`src/hw/rxpc_pkg.sv`:
```
// Package with register map, field layouts, reset values and timing for the rx port config block.
// Function
// RULE1: Write auto-acknowledge bit makes every write to remote target seven acknowledged.
// RULE2: Incoming address matching alias bits 7:1 is replaced by the physical address.
// RULE3: Alias value zero disables decoding and forwarding for that remote target.
// RULE4: Physical replacement address is a separately held seven-bit value.
// RULE5: Cable bit 2: zero twisted pair, one coax; strap-loaded, then writable.
// RULE6: Format field 01 low-freq twelve, 10 high-freq twelve, 11 ten-bit; strap-loaded.
// RULE7: Slot selector codes pick GPIO 0-3, constant 0, constant 1 or frame marker.
// RULE8: Every slot selector resets to 0x8, sending constant zero.
// RULE9: Clock steady only while each measurement stays within tolerance of previous; reset 0x3.
// RULE10: Settle field picks 40 us, 80 us, 320 us or 1.28 ms before steady.
// RULE11: Absent flag set while measured frequency is below floor; floor resets to 0x5.
// RULE12: Two scratch registers are plain storage, resetting to zero and 0x01.
package rxpc_pkg;

  localparam logic [7:0] ADDR_ALIAS7    = 8'h6c;
  localparam logic [7:0] ADDR_PHYS7     = 8'h64;
  localparam logic [7:0] ADDR_PORT_CFG  = 8'h6d;
  localparam logic [7:0] ADDR_BC_LOW    = 8'h6e;
  localparam logic [7:0] ADDR_BC_HIGH   = 8'h6f;
  localparam logic [7:0] ADDR_FREQ_CTL  = 8'h77;
  localparam logic [7:0] ADDR_SCRATCH_A = 8'h78;
  localparam logic [7:0] ADDR_SCRATCH_B = 8'h79;

  localparam logic [7:0] RST_ALIAS      = 8'h00;
  localparam logic [7:0] RST_PHYS       = 8'h00;
  localparam logic [4:0] RST_PORT_RSVD  = 5'h0f;
  localparam logic [3:0] RST_SLOT_SEL   = 4'h8;
  localparam logic [1:0] RST_TOLERANCE  = 2'h3;
  localparam logic [1:0] RST_SETTLE     = 2'h0;
  localparam logic [3:0] RST_FLOOR      = 4'h5;
  localparam logic [7:0] RST_SCRATCH_A  = 8'h00;
  localparam logic [7:0] RST_SCRATCH_B  = 8'h01;

  localparam int         COAX_BIT       = 2;
  localparam logic [6:0] ALIAS_OFF      = 7'h00;

  localparam logic [3:0] SEL_GPIO_MAX   = 4'h3;
  localparam logic [3:0] SEL_CONST0     = 4'h8;
  localparam logic [3:0] SEL_CONST1     = 4'h9;
  localparam logic [3:0] SEL_FRAME      = 4'ha;

  localparam int CLK_MHZ        = 100;
  localparam int SETTLE0_NS     = 40000;
  localparam int SETTLE1_NS     = 80000;
  localparam int SETTLE2_NS     = 320000;
  localparam int SETTLE3_NS     = 1280000;
  localparam int CLK_PERIOD_NS  = 1000 / CLK_MHZ;
  localparam int SETTLE0_CYC    = SETTLE0_NS / CLK_PERIOD_NS;
  localparam int SETTLE1_CYC    = SETTLE1_NS / CLK_PERIOD_NS;
  localparam int SETTLE2_CYC    = SETTLE2_NS / CLK_PERIOD_NS;
  localparam int SETTLE3_CYC    = SETTLE3_NS / CLK_PERIOD_NS;

  typedef enum logic [1:0] {
    RXPC_FMT_RSVD = 2'b00,
    RXPC_FMT_LF12 = 2'b01,
    RXPC_FMT_HF12 = 2'b10,
    RXPC_FMT_T10  = 2'b11
  } rxpc_format_t;

  typedef struct packed {
    logic       wr;
    logic       rd;
    logic [7:0] addr;
    logic [7:0] wdata;
  } rxpc_reg_req_t;

  typedef struct packed {
    logic [6:0] addr;
    logic       valid;
    logic       is_write;
  } rxpc_i2c_req_t;

endpackage

```
`src/hw/rxpc_settle_timer.sv`:
```
// Settle timer that raises the steady flag after a qualified dwell time.
`timescale 1ns/1ps
module rxpc_settle_timer #(
  parameter int CNT_W = 18
) (
  input  wire logic             clk_i,
  input  wire logic             rst_i,
  input  wire logic             ce_i,
  input  wire logic             restart_i,
  input  wire logic [CNT_W-1:0] limit_i,
  output logic                  done_o
);
  logic [CNT_W-1:0] count;

  always_ff @(posedge clk_i or posedge rst_i) begin
    if (rst_i) begin
      count  <= '0;
      done_o <= 1'b0;
    end else if (ce_i) begin
      if (restart_i) begin
        count  <= '0;
        done_o <= 1'b0;
      end else if (count >= limit_i) begin
        done_o <= 1'b1;
      end else begin
        count <= count + 1'b1;
      end
    end
  end
endmodule

```
`src/hw/rxpc_port_regs.sv`:
```
// Per-port receive configuration registers with alias match, routing and clock detector.
`timescale 1ns/1ps
module rxpc_port_regs #(
  parameter int SETTLE3_CYCLES = rxpc_pkg::SETTLE3_CYC,
  parameter int FREQ_W         = 8
) (
  input  wire logic                  REF_CLK_I,
  input  wire logic                  RST_I,
  input  wire logic                  CE_I,
  input  wire rxpc_pkg::rxpc_reg_req_t REG_REQ_I,
  output logic [7:0]                 REG_RDATA_O,
  output logic                       REG_ACK_O,
  input  wire logic                  STRAP_LOAD_I,
  input  wire logic [2:0]            STRAP_MODE_I,
  input  wire rxpc_pkg::rxpc_i2c_req_t I2C_REQ_I,
  output logic                       I2C_MATCH_O,
  output logic [6:0]                 I2C_FWD_ADDR_O,
  output logic                       I2C_AUTO_ACK_O,
  input  wire logic [3:0]            GPIO_PIN_I,
  input  wire logic                  FRAME_MARKER_I,
  output logic [3:0]                 BC_SLOT_O,
  input  wire logic                  FREQ_VALID_I,
  input  wire logic [FREQ_W-1:0]     FREQ_MHZ_I,
  output logic                       CLK_STEADY_O,
  output logic                       CLK_ABSENT_O,
  output logic                       COAX_MODE_O,
  output logic [1:0]                 INPUT_FORMAT_O
);

  //////////////////////////////////////////////////////////////////////////////

  logic [6:0] target_alias_address;
  logic       auto_ack;
  logic [6:0] phys_address;
  logic [4:0] port_rsvd;
  logic       coax;
  logic [1:0] input_format_select;
  logic [3:0] back_channel_slot0_source;
  logic [3:0] back_channel_slot1_source;
  logic [3:0] back_channel_slot2_source;
  logic [3:0] back_channel_slot3_source;
  logic [1:0] clock_freq_tolerance;
  logic [1:0] clock_freq_settle_time;
  logic [3:0] clock_freq_floor;
  logic [7:0] scratch_a;
  logic [7:0] scratch_b;
  logic [7:0] next_rdata;
  logic       wr;

  assign wr = REG_REQ_I.wr;

  // Reserved selector codes fall through to zero, the same as the constant-zero code.
  function automatic logic slot_value(input logic [3:0] sel, input logic [3:0] pins,
                                      input logic frame);
    if (sel <= rxpc_pkg::SEL_GPIO_MAX) begin
      slot_value = pins[sel[1:0]];
    end else if (sel == rxpc_pkg::SEL_CONST1) begin
      slot_value = 1'b1;
    end else if (sel == rxpc_pkg::SEL_FRAME) begin
      slot_value = frame;
    end else begin
      slot_value = 1'b0;
    end
  endfunction

  //////////////////////////////////////////////////////////////////////////////

  // The physical address sits in its own slot at 0x64, eight below the alias register at 0x6c.
  // RULE2 RULE4 alias registers.
  always_ff @(posedge REF_CLK_I or posedge RST_I) begin
    if (RST_I) begin
      target_alias_address <= rxpc_pkg::RST_ALIAS[7:1];
      auto_ack             <= rxpc_pkg::RST_ALIAS[0];
      phys_address         <= rxpc_pkg::RST_PHYS[7:1];
    end else if (CE_I && wr) begin
      if (REG_REQ_I.addr == rxpc_pkg::ADDR_ALIAS7) begin
        target_alias_address <= REG_REQ_I.wdata[7:1];
        auto_ack             <= REG_REQ_I.wdata[0];
      end
      if (REG_REQ_I.addr == rxpc_pkg::ADDR_PHYS7) begin
        phys_address <= REG_REQ_I.wdata[7:1];
      end
    end
  end

  // RULE5 RULE6 strap load then writable.
  // The strap wins over a write in the same cycle so the pins define the power-up mode.
  always_ff @(posedge REF_CLK_I or posedge RST_I) begin
    if (RST_I) begin
      port_rsvd           <= rxpc_pkg::RST_PORT_RSVD;
      coax                <= 1'b0;
      input_format_select <= rxpc_pkg::RXPC_FMT_RSVD;
    end else if (CE_I) begin
      if (STRAP_LOAD_I) begin
        coax                <= STRAP_MODE_I[rxpc_pkg::COAX_BIT];
        input_format_select <= STRAP_MODE_I[1:0];
      end else if (wr && REG_REQ_I.addr == rxpc_pkg::ADDR_PORT_CFG) begin
        port_rsvd           <= REG_REQ_I.wdata[7:3];
        coax                <= REG_REQ_I.wdata[rxpc_pkg::COAX_BIT];
        input_format_select <= REG_REQ_I.wdata[1:0];
      end
    end
  end

  // RULE8 selectors reset to constant zero.
  always_ff @(posedge REF_CLK_I or posedge RST_I) begin
    if (RST_I) begin
      back_channel_slot0_source <= rxpc_pkg::RST_SLOT_SEL;
      back_channel_slot1_source <= rxpc_pkg::RST_SLOT_SEL;
      back_channel_slot2_source <= rxpc_pkg::RST_SLOT_SEL;
      back_channel_slot3_source <= rxpc_pkg::RST_SLOT_SEL;
    end else if (CE_I && wr) begin
      if (REG_REQ_I.addr == rxpc_pkg::ADDR_BC_LOW) begin
        back_channel_slot1_source <= REG_REQ_I.wdata[7:4];
        back_channel_slot0_source <= REG_REQ_I.wdata[3:0];
      end
      if (REG_REQ_I.addr == rxpc_pkg::ADDR_BC_HIGH) begin
        back_channel_slot3_source <= REG_REQ_I.wdata[7:4];
        back_channel_slot2_source <= REG_REQ_I.wdata[3:0];
      end
    end
  end

  // RULE9 RULE11 detector settings reset values.
  always_ff @(posedge REF_CLK_I or posedge RST_I) begin
    if (RST_I) begin
      clock_freq_tolerance   <= rxpc_pkg::RST_TOLERANCE;
      clock_freq_settle_time <= rxpc_pkg::RST_SETTLE;
      clock_freq_floor       <= rxpc_pkg::RST_FLOOR;
    end else if (CE_I && wr && REG_REQ_I.addr == rxpc_pkg::ADDR_FREQ_CTL) begin
      clock_freq_tolerance   <= REG_REQ_I.wdata[7:6];
      clock_freq_settle_time <= REG_REQ_I.wdata[5:4];
      clock_freq_floor       <= REG_REQ_I.wdata[3:0];
    end
  end

  // Reads never alter the scratch contents, so hosts on both ends may poll freely.
  // RULE12 plain scratch storage.
  always_ff @(posedge REF_CLK_I or posedge RST_I) begin
    if (RST_I) begin
      scratch_a <= rxpc_pkg::RST_SCRATCH_A;
      scratch_b <= rxpc_pkg::RST_SCRATCH_B;
    end else if (CE_I && wr) begin
      if (REG_REQ_I.addr == rxpc_pkg::ADDR_SCRATCH_A) begin
        scratch_a <= REG_REQ_I.wdata;
      end
      if (REG_REQ_I.addr == rxpc_pkg::ADDR_SCRATCH_B) begin
        scratch_b <= REG_REQ_I.wdata;
      end
    end
  end

  //////////////////////////////////////////////////////////////////////////////

  // Unmapped offsets read as zero but are still acknowledged, so a host never stalls.
  always_comb begin
    case (REG_REQ_I.addr)
      rxpc_pkg::ADDR_ALIAS7:    next_rdata = {target_alias_address, auto_ack};
      rxpc_pkg::ADDR_PHYS7:     next_rdata = {phys_address, 1'b0};
      rxpc_pkg::ADDR_PORT_CFG:  next_rdata = {port_rsvd, coax, input_format_select};
      rxpc_pkg::ADDR_BC_LOW:    next_rdata = {back_channel_slot1_source,
                                              back_channel_slot0_source};
      rxpc_pkg::ADDR_BC_HIGH:   next_rdata = {back_channel_slot3_source,
                                              back_channel_slot2_source};
      rxpc_pkg::ADDR_FREQ_CTL:  next_rdata = {clock_freq_tolerance, clock_freq_settle_time,
                                              clock_freq_floor};
      rxpc_pkg::ADDR_SCRATCH_A: next_rdata = scratch_a;
      rxpc_pkg::ADDR_SCRATCH_B: next_rdata = scratch_b;
      default:                  next_rdata = 8'h00;
    endcase
  end

  // Read data holds until the next read, so a slow host may collect it late.
  always_ff @(posedge REF_CLK_I or posedge RST_I) begin
    if (RST_I) begin
      REG_RDATA_O <= 8'h00;
      REG_ACK_O   <= 1'b0;
    end else if (CE_I) begin
      REG_ACK_O <= REG_REQ_I.wr | REG_REQ_I.rd;
      if (REG_REQ_I.rd) begin
        REG_RDATA_O <= next_rdata;
      end
    end
  end

  //////////////////////////////////////////////////////////////////////////////

  // Remapping is registered so the forwarded address is glitch free for the channel logic.
  always_ff @(posedge REF_CLK_I or posedge RST_I) begin
    if (RST_I) begin
      I2C_MATCH_O    <= 1'b0;
      I2C_FWD_ADDR_O <= 7'h00;
      I2C_AUTO_ACK_O <= 1'b0;
    end else if (CE_I) begin
      // RULE3 zero alias disables.
      if (I2C_REQ_I.valid && target_alias_address != rxpc_pkg::ALIAS_OFF &&
          I2C_REQ_I.addr == target_alias_address) begin
        // RULE2 substitute physical address.
        I2C_MATCH_O    <= 1'b1;
        I2C_FWD_ADDR_O <= phys_address;
        // RULE1 auto-acknowledge writes.
        I2C_AUTO_ACK_O <= auto_ack & I2C_REQ_I.is_write;
      end else begin
        I2C_MATCH_O    <= 1'b0;
        I2C_FWD_ADDR_O <= I2C_REQ_I.addr;
        I2C_AUTO_ACK_O <= 1'b0;
      end
    end
  end

  // RULE7 back-channel slot sources.
  always_ff @(posedge REF_CLK_I or posedge RST_I) begin
    if (RST_I) begin
      BC_SLOT_O <= 4'h0;
    end else if (CE_I) begin
      BC_SLOT_O <= {slot_value(back_channel_slot3_source, GPIO_PIN_I, FRAME_MARKER_I),
                    slot_value(back_channel_slot2_source, GPIO_PIN_I, FRAME_MARKER_I),
                    slot_value(back_channel_slot1_source, GPIO_PIN_I, FRAME_MARKER_I),
                    slot_value(back_channel_slot0_source, GPIO_PIN_I, FRAME_MARKER_I)};
    end
  end

  // RULE5 RULE6 mode outputs.
  always_ff @(posedge REF_CLK_I or posedge RST_I) begin
    if (RST_I) begin
      COAX_MODE_O    <= 1'b0;
      INPUT_FORMAT_O <= 2'b00;
    end else if (CE_I) begin
      COAX_MODE_O    <= coax;
      INPUT_FORMAT_O <= input_format_select;
    end
  end

  //////////////////////////////////////////////////////////////////////////////

  // The dwell counter is sized for the longest settle time, so a short simulation value
  // still leaves room for the three fixed settings.
  localparam int SETTLE_MAX = (SETTLE3_CYCLES > rxpc_pkg::SETTLE2_CYC) ? SETTLE3_CYCLES
                                                                       : rxpc_pkg::SETTLE2_CYC;
  localparam int SETTLE_W   = $clog2(SETTLE_MAX + 1);

  logic [FREQ_W-1:0]   prev_freq;
  logic                have_prev;
  logic                out_of_tol;
  logic                restart;
  logic [SETTLE_W-1:0] settle_limit;
  logic                settle_done;
  logic [FREQ_W:0]     diff;

  // The first sample has nothing to compare against, so it only starts the dwell count.
  always_comb begin
    diff = (FREQ_MHZ_I >= prev_freq) ? {1'b0, FREQ_MHZ_I - prev_freq}
                                     : {1'b0, prev_freq - FREQ_MHZ_I};
    out_of_tol = diff > {{(FREQ_W - 1){1'b0}}, clock_freq_tolerance};
    restart = !have_prev || (FREQ_VALID_I && out_of_tol);
    case (clock_freq_settle_time)
      2'b00:   settle_limit = SETTLE_W'(rxpc_pkg::SETTLE0_CYC);
      2'b01:   settle_limit = SETTLE_W'(rxpc_pkg::SETTLE1_CYC);
      2'b10:   settle_limit = SETTLE_W'(rxpc_pkg::SETTLE2_CYC);
      default: settle_limit = SETTLE_W'(SETTLE3_CYCLES);
    endcase
  end

  // RULE9 compare against previous measurement.
  always_ff @(posedge REF_CLK_I or posedge RST_I) begin
    if (RST_I) begin
      prev_freq <= '0;
      have_prev <= 1'b0;
    end else if (CE_I && FREQ_VALID_I) begin
      prev_freq <= FREQ_MHZ_I;
      have_prev <= 1'b1;
    end
  end

  // A restart clears the count, so any step outside tolerance starts the dwell again.
  // RULE10 settle time before steady.
  rxpc_settle_timer #(
    .CNT_W (SETTLE_W)
  ) u_settle (
    .clk_i     (REF_CLK_I),
    .rst_i     (RST_I),
    .ce_i      (CE_I),
    .restart_i (restart),
    .limit_i   (settle_limit),
    .done_o    (settle_done)
  );

  // Steady is masked in the restart cycle itself, so it drops with no extra delay.
  // The absent flag only moves on a fresh sample, because the meter bus is not valid between.
  always_ff @(posedge REF_CLK_I or posedge RST_I) begin
    if (RST_I) begin
      CLK_STEADY_O <= 1'b0;
      CLK_ABSENT_O <= 1'b1;
    end else if (CE_I) begin
      CLK_STEADY_O <= settle_done && !restart;
      // RULE11 below floor means absent.
      if (FREQ_VALID_I) begin
        CLK_ABSENT_O <= FREQ_MHZ_I < {{(FREQ_W - 4){1'b0}}, clock_freq_floor};
      end
    end
  end

endmodule

```
`config.mk`:
```
export PLATFORM = sky130hd
export DESIGN_NAME = rxpc_port_regs
export DESIGN_NICKNAME = d
export VERILOG_FILES = /design/src/hw/rxpc_pkg.sv /design/src/hw/rxpc_settle_timer.sv /design/src/hw/rxpc_port_regs.sv
export SDC_FILE = /design/constraint.sdc
export NUM_CORES = 1
export LEC_CHECK = 0
export BUFFER_PORTS_ARGS = -buffer_cell sky130_fd_sc_hd__buf_2
export CAP_MARGIN = 20
export CORE_ASPECT_RATIO = 0.5
export CORE_MARGIN = 2
export CORE_UTILIZATION = 40
export CTS_CLUSTER_DIAMETER = 200
export CTS_CLUSTER_SIZE = 25
export DETAILED_ROUTE_END_ITERATION = 6
export GPL_ROUTABILITY_DRIVEN = 0
export SYNTH_ARGS = -nofsm -noshare
export SYNTH_HDL_FRONTEND = slang
export SYNTH_SLANG_ARGS = --single-unit
```
`constraint.sdc`:
```
create_clock -name REF_CLK_I -period 3.9 [get_ports REF_CLK_I]
set_input_delay 0.195 -clock REF_CLK_I [delete_from_list [all_inputs] [get_ports REF_CLK_I]]
set_output_delay 0.195 -clock REF_CLK_I [all_outputs]
set_load 0.01 [all_outputs]
```
==> results.json <==
{
  "clock_latency_ns": 0.42,
  "start_kind": "flop",
  "routed_via_density": 5.442,
  "path_clk_slew_ns": 0.06,
  "io_pins": 75,
  "failed_checks": "hold timing",
  "crit_start": "prev_freq[0]",
  "dpl_cell_area_um2": 7645,
  "crit_fanout": 6,
  "die-area_um2": 18270,
  "p_leak_nw": 3.988,
  "finalCritPeriodShare_pct": 98.84,
  "fillers": 1496,
  "drc_errors": 0,
  "antenna_found_initial": 0,
  "drv_slew": 0,
  "arrival_ns": 4.19,
  "io_buffers": 74,
  "grt_use_total_pct": 20.42,
  "initial_utilization_pct": 41.41,
  "synthFlopType": "dfrtp_1",
  "grt_max_degree": 74,
  "overflow": 0,
  "setup_viol_count_final": 0,
  "syn2layout_area_growth_pct": 23.41,
  "path_class": "flop to flop",
  "cts_hold_buf": 0,
  "seq_area_um2": 2945,
  "synthDistinctLibCells": 71,
  "h-tree-depth": 4,
  "std_cell_rows": 33,
  "p_total_mw": 3.678,
  "cp_data_required_time_ns": 4.24,
  "slew_headroom_pct": 37.78,
  "fin_crit_ns": 3.855,
  "postRouteAntennaNets": 0,
  "powerDensity_nw_per_um2": 434.7,
  "status": "finished with violations",
  "ff2ff_path_depth": 19,
  "vias": 5502,
  "finClkSkew_ns": 0.01090,
  "fp.dieW_um": 189.2,
  "hold_violations": 17,
  "rr_startpoint": "prev_freq[0]",
  "syn-num-nets": 747,
  "drt_iter0_drc": 302,
  "reg2reg_slack_ns": 0.05,
  "multi_input_area_um2": 3695,
  "worst_slew_pin_slew_ns": 0.9333,
  "layout-drive-gt1-share_pct": 33.93,
  "synth-edff-count": 0,
  "hpwl_um": 12820,
  "core_area_um2": 16560,
  "nets": 854,
  "synthesis.area_um2": 6857,
  "clock_sinks": 117,
  "synthArstFlopShare_pct": 100.0,
  "num_antenna_cells": 0,
  "hold_ws_ns": -0.01824,
  "cts-buffers-inserted": 17,
  "root_buffer": "clkbuf_16",
  "worstHoldPathType": "input pin to async pin",
  "netlist_instances": 664,
  "clock_path_buffers": 2,
  "cts_tree": "built",
  "drv_cap": 0,
  "fp.dieH_um": 96.58,
  "dr.pass1.iters": 5,
  "reg2reg_to": "u_settle.count[1]",
  "ir_worst_vdd_uv": 306.7,
  "avgRoutedWirePerCell_um": 17.85,
  "rsz0062_at_grt": "yes",
  "yosys_warnings": 0,
  "fin_tns_setup_ns": 0,
  "grt_pass1_wl_um": 28480,
  "wirelength_um": 18040,
  "first_global_vias": 5304,
  "synth_area_per_cell_um2": 10.33,
  "ys_seq_area_share_pct": 42.96,
  "critPathCapture": "u_settle.count[1]",
  "fmax_mhz": 259.4,
  "synth_seq_cells": 117,
  "end_kind": "flop",
  "finalInstanceArea_um2": 8462
}
## synthesized netlist by cell type (6+ instances only)
master / number / area, um^2
dfrtp_1: 103 / 2577
mux2_2: 67 / 754.5
nand2_1: 50 / 187.7
o21ai_0: 47 / 235.2
nor2_1: 46 / 172.7
inv_1: 43 / 161.4
ha_1: 33 / 412.9
a21oi_1: 28 / 140.1
clkbuf_1: 16 / 60.06
mux2i_1: 16 / 160.2
nand3_1: 15 / 75.07
dfstp_2: 14 / 367.9
nand4_1: 12 / 75.07
a22oi_1: 11 / 82.58
a21oi_2: 9 / 78.83
a22o_1: 9 / 78.83
and3_1: 9 / 56.30
xor2_1: 9 / 78.83
nand2b_1: 8 / 50.05
nor3_1: 8 / 40.04
xnor2_1: 8 / 70.07
a211oi_1: 6 / 45.04
a221oi_1: 6 / 52.55
or3_1: 6 / 37.54
## worst max-delay path, cell delays in order (launching register included)
cell and delay [ns]:
dfrtp_1 0.35, ha_2 0.19, inv_2 0.04, fa_2 0.35, a21o_1 0.19, a21oi_4 0.15, nand2_2 0.08, a311oi_4 0.33
mux2_4 0.35, ha_4 0.24, nor2b_4 0.12, o21ai_2 0.14, o311a_1 0.17, o211ai_1 0.10, nor4_2 0.39, a221oi_4 0.07
buf_12 0.17, buf_12 0.14, buf_6 0.11, a21oi_2 0.09
## cell usage in the layout (no fill, tap or decap), types with 14 or more instances in the layout
cell type | synthesis | routed
a21oi_1 | 28 | 28
buf_2 | 3 | 74
buf_4 | 0 | 34
clkbuf_16 | 0 | 17
dfrtp_1 | 103 | 103
dfstp_2 | 14 | 14
ha_1 | 33 | 31
inv_1 | 43 | 41
mux2_2 | 67 | 66
mux2i_1 | 16 | 16
nand2_1 | 50 | 50
nand3_1 | 15 | 15
nor2_1 | 46 | 46
o21ai_0 | 47 | 47
## registers in the layout, summed over array words and instances, names as in the netlist, 5 cells and up
register	flops
phys_address	7
u_settle.count	17
I2C_FWD_ADDR_O	7
target_alias_address	7
port_rsvd	5
REG_RDATA_O	8
scratch_b	8
scratch_a	8
prev_freq	8
## metal layers
layer  vias to the layer above  wire, um  share of wire [%]  GRT usage (%)
met1                      2731      8888                 49          28.55
met2                       119      8346                 46          32.91
met5                         -         0                  0              0
met4                         0       163               0.90          5.469
li1                       2638         -                  -              -
met3                        14       643                3.6          3.756
## timing repair
action	CTS	global route
pin swaps	3	14
endpoints found under the setup margin	19	19
setup buffers	3	4
resized for setup	1	22
## through the flow
step	std cells	utilization [%]	worst slack, ns
after floorplan	664	-	0.1327
after global placement	972	46.17	-0.3610
after detailed placement	972	46.17	-0.4595
after CTS	1007	50.37	0.02650
after global routing	1011	51.11	-0.1126
final	1011	51.11	0.04514
## cells by family after synthesis
group | share of synthesized area (%)
AND/OR/NAND/NOR | 13.16
AO/OA/AOI/OAI | 16.33
XOR/XNOR | 2.172
adder cells (fa/ha/maj) | 6.606
multiplexers | 14.65
buffers and inverters | 4.124
flip-flops | 42.96
## where the power goes
group	internal (mW)	total, mW	switching, mW
Combinational	0.269	0.585	0.315
Clock	1.17	1.77	0.597
Sequential	1.28	1.33	0.0517
## how the worst min path moves through the flow
stage                                          to  depth (start not counted)
after floorplan           clock_freq_tolerance[1]                          2
after global placement          u_settle.count[3]                          2
after detailed placement        u_settle.count[4]                          2
after CTS                       u_settle.count[3]                          2
after global routing            u_settle.count[3]                          2
final                           u_settle.count[4]                          2
## final cells by class
class / instances / share of cell area [%]
inverter: 43 / 1.937
clock inverter: 12 / 2.366
sequential: 117 / 34.81
clock buffer: 20 / 5.397
multi-input combinational: 479 / 43.66
tap: 227 / 3.356
timing repair buffer: 113 / 8.473
(Power assumes the default switching activity.)
